[config.mk]
export PLATFORM = sky130hd
export DESIGN_NAME = lsd_load_store_decode
export DESIGN_NICKNAME = d
export VERILOG_FILES = /design/src/verilog/lsd_decode_table.v /design/src/verilog/lsd_load_store_decode.v
export VERILOG_INCLUDE_DIRS = /design/src /design/src/verilog
export SDC_FILE = /design/constraint.sdc
export NUM_CORES = 1
export LEC_CHECK = 0
export ABC_AREA = 1
export BUFFER_PORTS_ARGS = -buffer_cell sky130_fd_sc_hd__buf_2
export CAP_MARGIN = 20
export CORE_MARGIN = 3
export CORE_UTILIZATION = 53
export CTS_CLUSTER_DIAMETER = 150
export DETAILED_ROUTE_END_ITERATION = 12
export GPL_TIMING_DRIVEN = 0
export PLACE_DENSITY = 0.79
export SETUP_SLACK_MARGIN = 0.15
export SYNTH_ARGS = -nofsm -noshare
export SYNTH_HDL_FRONTEND = slang
export SYNTH_HIERARCHICAL = 1
export SYNTH_SLANG_ARGS = --single-unit
[constraint.sdc]
create_clock -name ref_clk -period 1.8 [get_ports ref_clk]
set_input_delay 0.36 -clock ref_clk [delete_from_list [all_inputs] [get_ports ref_clk]]
set_output_delay 0.36 -clock ref_clk [all_outputs]
set_load 0.02 [all_outputs]
[src/verilog/lsd_defines.vh]
// Opcodes, lengths, cycle counts and field codes of the load/store decoder
`ifndef LSD_DEFINES_VH
`define LSD_DEFINES_VH

`define LSD_OP_LOAD_ACCUMULATOR_ABS_Y                8'hD5
`define LSD_OP_LOAD_ACCUMULATOR_IND_X                8'hD6
`define LSD_OP_LOAD_ACCUMULATOR_IND_Y                8'hD7
`define LSD_OP_LOAD_ACCUMULATOR_XPTR                 8'hD4
`define LSD_OP_LOAD_ACCUMULATOR_XPTR_I               8'hDB
`define LSD_OP_MEMORY_IMMEDIATE_WRITE                8'hE4
`define LSD_OP_LOAD_FIRST_INDEX_IMM                  8'h1E
`define LSD_OP_LOAD_FIRST_INDEX_DIRECT_PAGE_OPERAND  8'hCC
`define LSD_OP_LOAD_FIRST_INDEX_DIRECT_PAGE_OPERAND_Y 8'hCD
`define LSD_OP_LOAD_FIRST_INDEX_ABS                  8'hDC
`define LSD_OP_LOAD_SECOND_INDEX_IMM                 8'h3E
`define LSD_OP_LOAD_SECOND_INDEX_DIRECT_PAGE_OPERAND 8'hC9
`define LSD_OP_LOAD_SECOND_INDEX_DIRECT_PAGE_OPERAND_X 8'hD9
`define LSD_OP_LOAD_SECOND_INDEX_ABS                 8'hD8
`define LSD_OP_STORE_ACCUMULATOR_DIRECT_PAGE_OPERAND 8'hE5

`define LSD_LEN_1          2'h1
`define LSD_LEN_2          2'h2
`define LSD_LEN_3          2'h3

`define LSD_CYC_2          4'h2
`define LSD_CYC_3          4'h3
`define LSD_CYC_4          4'h4
`define LSD_CYC_5          4'h5
`define LSD_CYC_6          4'h6

// Count value seen in the final busy cycle of any instruction
`define LSD_CNT_LAST       4'h2

// Addressing modes
`define LSD_AM_NONE        4'h0
`define LSD_AM_IMM         4'h1
`define LSD_AM_DIRECT_PAGE_OPERAND       4'h2
`define LSD_AM_DIRECT_PAGE_OPERAND_X     4'h3
`define LSD_AM_DIRECT_PAGE_OPERAND_Y     4'h4
`define LSD_AM_ABS                       4'h5
`define LSD_AM_ABS_Y                     4'h6
`define LSD_AM_IND_DIRECT_PAGE_OPERAND_X 4'h7
`define LSD_AM_IND_DIRECT_PAGE_OPERAND_Y 4'h8
`define LSD_AM_XPTR                      4'h9
`define LSD_AM_XPTR_INC                  4'hA
`define LSD_AM_DIRECT_PAGE_OPERAND_IMM   4'hB

// Destinations
`define LSD_DST_NONE       3'h0
`define LSD_DST_ACC        3'h1
`define LSD_DST_X          3'h2
`define LSD_DST_Y          3'h3
`define LSD_DST_MEM_IMM    3'h4
`define LSD_DST_MEM_ACC    3'h5

`endif

[src/verilog/lsd_decode_table.v]
// Opcode lookup table: length, cycle count, addressing mode, destination
`timescale 1ns/1ps
`include "lsd_defines.vh"

module lsd_decode_table (
    input  wire [7:0] opcode,
    output reg        known,
    output reg  [1:0] inst_len,
    output reg  [3:0] inst_cycles,
    output reg  [3:0] addr_mode,
    output reg  [2:0] dest,
    output reg        x_inc
);

    always @* begin
        known       = 1'b1;
        inst_len    = `LSD_LEN_2;
        inst_cycles = `LSD_CYC_2;
        addr_mode   = `LSD_AM_NONE;
        dest        = `LSD_DST_NONE;
        x_inc       = 1'b0;
        case (opcode)
            `LSD_OP_LOAD_ACCUMULATOR_ABS_Y: begin
                inst_len    = `LSD_LEN_3;
                inst_cycles = `LSD_CYC_5;
                addr_mode   = `LSD_AM_ABS_Y;
                dest        = `LSD_DST_ACC;
            end
            `LSD_OP_LOAD_ACCUMULATOR_IND_X: begin
                inst_cycles = `LSD_CYC_6;
                addr_mode   = `LSD_AM_IND_DIRECT_PAGE_OPERAND_X;
                dest        = `LSD_DST_ACC;
            end
            `LSD_OP_LOAD_ACCUMULATOR_IND_Y: begin
                inst_cycles = `LSD_CYC_6;
                addr_mode   = `LSD_AM_IND_DIRECT_PAGE_OPERAND_Y;
                dest        = `LSD_DST_ACC;
            end
            `LSD_OP_LOAD_ACCUMULATOR_XPTR: begin
                inst_len    = `LSD_LEN_1;
                inst_cycles = `LSD_CYC_3;
                addr_mode   = `LSD_AM_XPTR;
                dest        = `LSD_DST_ACC;
            end
            `LSD_OP_LOAD_ACCUMULATOR_XPTR_I: begin
                inst_len    = `LSD_LEN_1;
                inst_cycles = `LSD_CYC_4;
                addr_mode   = `LSD_AM_XPTR_INC;
                dest        = `LSD_DST_ACC;
                x_inc       = 1'b1;
            end
            `LSD_OP_MEMORY_IMMEDIATE_WRITE: begin
                inst_len    = `LSD_LEN_3;
                inst_cycles = `LSD_CYC_5;
                addr_mode   = `LSD_AM_DIRECT_PAGE_OPERAND_IMM;
                dest        = `LSD_DST_MEM_IMM;
            end
            `LSD_OP_LOAD_FIRST_INDEX_IMM: begin
                addr_mode   = `LSD_AM_IMM;
                dest        = `LSD_DST_X;
            end
            `LSD_OP_LOAD_FIRST_INDEX_DIRECT_PAGE_OPERAND: begin
                inst_cycles = `LSD_CYC_3;
                addr_mode   = `LSD_AM_DIRECT_PAGE_OPERAND;
                dest        = `LSD_DST_X;
            end
            `LSD_OP_LOAD_FIRST_INDEX_DIRECT_PAGE_OPERAND_Y: begin
                inst_cycles = `LSD_CYC_4;
                addr_mode   = `LSD_AM_DIRECT_PAGE_OPERAND_Y;
                dest        = `LSD_DST_X;
            end
            `LSD_OP_LOAD_FIRST_INDEX_ABS: begin
                inst_len    = `LSD_LEN_3;
                inst_cycles = `LSD_CYC_4;
                addr_mode   = `LSD_AM_ABS;
                dest        = `LSD_DST_X;
            end
            `LSD_OP_LOAD_SECOND_INDEX_IMM: begin
                addr_mode   = `LSD_AM_IMM;
                dest        = `LSD_DST_Y;
            end
            `LSD_OP_LOAD_SECOND_INDEX_DIRECT_PAGE_OPERAND: begin
                inst_cycles = `LSD_CYC_3;
                addr_mode   = `LSD_AM_DIRECT_PAGE_OPERAND;
                dest        = `LSD_DST_Y;
            end
            `LSD_OP_LOAD_SECOND_INDEX_DIRECT_PAGE_OPERAND_X: begin
                inst_cycles = `LSD_CYC_4;
                addr_mode   = `LSD_AM_DIRECT_PAGE_OPERAND_X;
                dest        = `LSD_DST_Y;
            end
            `LSD_OP_LOAD_SECOND_INDEX_ABS: begin
                inst_len    = `LSD_LEN_3;
                inst_cycles = `LSD_CYC_4;
                addr_mode   = `LSD_AM_ABS;
                dest        = `LSD_DST_Y;
            end
            `LSD_OP_STORE_ACCUMULATOR_DIRECT_PAGE_OPERAND: begin
                inst_cycles = `LSD_CYC_4;
                addr_mode   = `LSD_AM_DIRECT_PAGE_OPERAND;
                dest        = `LSD_DST_MEM_ACC;
            end
            default: begin
                known       = 1'b0;
                inst_len    = `LSD_LEN_1;
            end
        endcase
    end

endmodule // lsd_decode_table

[src/verilog/lsd_load_store_decode.v]
// Load/store instruction decoder with execution timing and writeback
`timescale 1ns/1ps
`include "lsd_defines.vh"

module lsd_load_store_decode (
    input  wire       ref_clk,
    input  wire       rst,
    input  wire       issue,
    input  wire [7:0] opcode,
    input  wire       data_valid,
    input  wire [7:0] load_data,
    input  wire [7:0] acc_value,
    output reg        busy_r,
    output reg        dec_valid_r,
    output reg        illegal_r,
    output reg  [1:0] inst_len_r,
    output reg  [3:0] inst_cycles_r,
    output reg  [3:0] addr_mode_r,
    output reg  [2:0] dest_r,
    output reg        done_r,
    output reg        load_accumulator_r,
    output reg        load_first_index_r,
    output reg        load_second_index_r,
    output reg        memory_write_r,
    output reg  [7:0] wr_data_r,
    output reg        x_inc_r,
    output reg        flag_we_r,
    output reg        flag_n_r,
    output reg        flag_z_r
);

    wire       tbl_known;
    wire [1:0] tbl_len;
    wire [3:0] tbl_cycles;
    wire [3:0] tbl_mode;
    wire [2:0] tbl_dest;
    wire       tbl_x_inc;

    reg  [3:0] cnt_r;
    reg  [7:0] data_r;
    reg        x_inc_pend_r;
    reg  [7:0] data_sel;
    reg        last_cycle;
    reg        is_load;

    wire       take = issue && !busy_r;

    lsd_decode_table u_table (
        .opcode      (opcode),
        .known       (tbl_known),
        .inst_len    (tbl_len),
        .inst_cycles (tbl_cycles),
        .addr_mode   (tbl_mode),
        .dest        (tbl_dest),
        .x_inc       (tbl_x_inc)
    );

    // Operand arriving in the final cycle is used directly, saving a cycle of latency
    always @* begin
        data_sel   = data_valid ? load_data : data_r;
        last_cycle = busy_r && (cnt_r == `LSD_CNT_LAST);
        is_load    = (dest_r == `LSD_DST_ACC) || (dest_r == `LSD_DST_X) ||
                     (dest_r == `LSD_DST_Y);
    end

    // Issue, cycle count and decode fields
    always @(posedge ref_clk or posedge rst) begin
        if (rst) begin
            busy_r        <= 1'b0;
            cnt_r         <= 4'h0;
            dec_valid_r   <= 1'b0;
            illegal_r     <= 1'b0;
            inst_len_r    <= 2'h0;
            inst_cycles_r <= 4'h0;
            addr_mode_r   <= `LSD_AM_NONE;
            dest_r        <= `LSD_DST_NONE;
            x_inc_pend_r  <= 1'b0;
        end else begin
            dec_valid_r <= take && tbl_known;
            illegal_r   <= take && !tbl_known;
            if (take) begin
                inst_len_r    <= tbl_len;
                inst_cycles_r <= tbl_cycles;
                addr_mode_r   <= tbl_mode;
                dest_r        <= tbl_dest;
                x_inc_pend_r  <= tbl_x_inc;
                if (tbl_known) begin
                    // Opcode fetch was cycle 0; busy covers the remaining cycles
                    busy_r <= 1'b1;
                    cnt_r  <= tbl_cycles;
                end
            end else if (busy_r) begin
                cnt_r <= cnt_r - 4'h1;
                if (cnt_r == `LSD_CNT_LAST) begin
                    busy_r <= 1'b0;
                end
            end
        end
    end

    // Operand capture while the instruction runs
    always @(posedge ref_clk or posedge rst) begin
        if (rst) begin
            data_r <= 8'h00;
        end else if (take) begin
            data_r <= 8'h00;
        end else if (busy_r && data_valid) begin
            data_r <= load_data;
        end
    end

    // Writeback in the final cycle of the instruction
    always @(posedge ref_clk or posedge rst) begin
        if (rst) begin
            done_r              <= 1'b0;
            load_accumulator_r  <= 1'b0;
            load_first_index_r  <= 1'b0;
            load_second_index_r <= 1'b0;
            memory_write_r      <= 1'b0;
            wr_data_r           <= 8'h00;
            x_inc_r             <= 1'b0;
            flag_we_r           <= 1'b0;
            flag_n_r            <= 1'b0;
            flag_z_r            <= 1'b0;
        end else begin
            done_r              <= last_cycle;
            load_accumulator_r  <= last_cycle && (dest_r == `LSD_DST_ACC);
            load_first_index_r  <= last_cycle && (dest_r == `LSD_DST_X);
            load_second_index_r <= last_cycle && (dest_r == `LSD_DST_Y);
            memory_write_r      <= last_cycle && ((dest_r == `LSD_DST_MEM_IMM) ||
                                                  (dest_r == `LSD_DST_MEM_ACC));
            x_inc_r             <= last_cycle && x_inc_pend_r;
            // Store leaves flags alone; carry is never driven here
            flag_we_r           <= last_cycle && is_load;
            if (last_cycle) begin
                if (dest_r == `LSD_DST_MEM_ACC) begin
                    wr_data_r <= acc_value;
                end else begin
                    wr_data_r <= data_sel;
                end
                if (is_load) begin
                    flag_n_r <= data_sel[7];
                    flag_z_r <= (data_sel == 8'h00);
                end
            end
        end
    end

endmodule // lsd_load_store_decode
==> out/metrics.cfg <==
[outcome]
status=completed

[synth]
synth_cells=350
synthSimpleGateAreaFrac_pct=36.07
synth_top_family_by_area=simple AND/OR/NAND/NOR gates
syn_area_per_cell_um2=7.185
synth_compound_area_share_pct=8.308
synth_edf_count=0
yosys_warnings=6
yosysSeqAreaShare_pct=45.77
synthTopCellsByCount=nand2_1 (122), dfrtp_1 (46), inv_1 (43), nor2_1 (33), nand3_1 (21)
synth.area.top_cells=dfrtp_1 (46%), nand2_1 (18%), inv_1 (6.4%), nor2_1 (4.9%), nand3_1 (4.2%)
synthMuxAreaShare_pct=0
yosys.area_share.xor_xnor_pct=0
ys.flop_type=dfrtp_1
netlist_area_um2=2515
synth_cell_type_count=26
yosysTopAreaCell=dfrtp_1
synth_top_area_share_pct=45.77
synth_seq_cells=46
synth_fa_ha_area_share_pct=0.9950
synth_nets=380
yosysMostFrequentCell=nand2_1
async_flop_share_pct=100.0

[worst_setup_path]
arrival_ns=1.77
endpoint_kind=flip-flop
ff2ff_path_depth=7
worstSetupStartpointType=primary input
crit_fanout=6
crit_required_ns=2.02
critPathKind=in -> reg

[hold_path]
hold_depth=3
hold_path.class=in -> reg

[grt]
track_usage_pct=21.85
antenna_found_initial=0
grt_overflow=0
grt_max_degree=43
grt_pass1_vias=2233
grt_pass1_wl_mm=9.487

[layout]
area_growth_pct=22.09
layout.nets=450
diodes=0
final_area_um2=3070
fin_cells=473
drive_gt1_share_pct=26.37

[sta]
period_minus_slack_ns=1.549
final.setup_skew_ns=0.009692
final_hold_viol_count=0
slew_violations=0
fmax_mhz=645.6
worst_slack_ns=0.2511
rsz0062_at_grt=true
setup_tns_ns=0
timing.final.crit_share_pct=86.05
setup_viol=0

[floorplanning]
fp.dieW_um=74.89
fp.dieH_um=74.89
num_rows=24
start_util_pct=56.21
core_area_um2=4474
dieArea_um2=5608
ios=61

[placed_design]
place_ws_ns=-0.2960
dp_hpwl_mm=4.390
portBuffers=60
place_area_um2=2900
placedCellCount=463
globalplace.congestion=0.8707

[routing]
drt_iter0_drc=138
drt-wirelength-per-cell_um=12.56
ant_nets=0
drc=0
avgViaCountPerCell=5.137
vias=2430
drt-pass1-iter-count=5
drt_wl_total_mm=5.942

[clock_tree]
clockBufferDepth=2
htreeDepth=2
clk_pin_slew_worst_paths_ns=0.09
cts_num_sinks=46
cts_root_buf=clkbuf_8
cts_tree=yes
worstSkewPairLatency_ns=0.30
numCtsBuffers=5

[power_and_ir_drop]
seqPwrFrac_pct=42.2
leakage_nw=1.851
switching_power_w=0.001311
p_sw_share_pct=38.15
p_comb_share_pct=36.0
pwr_density_cell_nw_per_um2=1119
clock_power_share_pct=21.8
p_int_w=0.002125
peakVddDrop_mv=0.5571

[flow_run]
maxCapViolations=0

-- cells by family after synthesis --
kind of cell / count (synthesis)
adders and majority gates: 2
buffers and inverters: 53
and+or+nand+nor: 209
other: 1
AOI/OAI and AO/OA: 39
DFF: 46
-- repair_timing --
item	CTS	global route
endpoints found under the setup margin	4	5
setup buffers	0	1
pin swaps	0	2
hold endpoints to repair	4	0
hold buffers	1	0
resized for setup	4	12
-- critical path, cell delays in order --
cell and delay, ns:
buf_2 0.14, inv_1 0.07, nand2_1 0.06, nor2_2 0.23
nand3_2 0.17, nand2_1 0.11, nor2_2 0.04, nand3_2 0.10
inv_2 0.05, nor2_4 0.13, nor2_4 0.06, inv_2 0.10
nand2_1 0.06, o21ai_0 0.07
-- through the flow --
step	power [W]	util [%]	hold WS, ns
final	0.003435	68.62	0.2921
after global routing	0.003694	68.62	0.3163
after detailed placement	0.002675	64.82	0.2483
after floorplan	0.002280	-	0.4572
after global placement	0.002620	64.37	0.4563
after CTS	0.003447	67.62	0.2812
-- power groups by stage --
stage / clock (W) / sequential, W / combinational [W]
3_3_place_gp: 0 / 0.00145 / 0.00117
5_1_grt: 0.000810 / 0.00148 / 0.00141
4_1_cts: 0.000775 / 0.00145 / 0.00123
2_1_floorplan: 0 / 0.00165 / 0.000630
3_5_place_dp: 0 / 0.00146 / 0.00121
6_report: 0.000750 / 0.00145 / 0.00124
-- routing by layer --
| metal | up-vias | share of wire, % | global-route usage (%) |
|---|---|---|---|
| met5 | - | 0 | 0 |
| met2 | 85 | 47 | 37.14 |
| met3 | 11 | 7.0 | 4.673 |
| met1 | 1103 | 44 | 28.14 |
| met4 | 0 | 1.4 | 6.126 |
| li1 | 1231 | - | - |
-- sequential cells by signal, indices dropped and copies added (netlist names), 2 cells and up --
name / flops
cnt_r: 4
inst_cycles_r: 4
wr_data_r: 8
dest_r: 3
inst_len_r: 2
addr_mode_r: 4
data_r: 8
-- cell usage in the layout (no fill, tap or decap), types with 6 or more instances in the layout --
| cell type | n |
|---|---|
| nand2_1 | 122 |
| dfrtp_1 | 46 |
| nand3_1 | 19 |
| inv_1 | 39 |
| o22ai_1 | 7 |
| a21oi_1 | 8 |
| o21ai_0 | 19 |
| inv_2 | 6 |
| nor2_1 | 29 |
| nand2_2 | 12 |
| nor2_2 | 8 |
| buf_2 | 63 |
-- final cells by class --
type                            count  area, um^2
Buffer                              8       52.55
Clock buffer                        7       76.32
Clock inverter                      1       30.03
Fill cell                         393        1404
Inverter                           45       168.9
Multi-Input combinational cell    251        1189
Sequential cell                    46        1151
Tap cell                           52       65.06
Timing Repair Buffer               63       337.8
-- worst paths after layout --
path                                              end                      from  slack [ns]
max                              cnt_r[2]$_DFFE_PP0P_                 opcode[4]        0.25
min                          wr_data_r[0]$_DFFE_PP0P_              acc_value[0]        0.29
max reg2reg                  wr_data_r[4]$_DFFE_PP0P_      cnt_r[0]$_DFFE_PP0P_        0.29
min reg2reg                  wr_data_r[1]$_DFFE_PP0P_  wr_data_r[1]$_DFFE_PP0P_        0.48
max in group asynchronous    wr_data_r[1]$_DFFE_PP0P_                       rst        0.88
min in group asynchronous  addr_mode_r[0]$_DFFE_PP0P_                       rst        0.49
No activity file was read; power rests on OpenSTA's default activity.
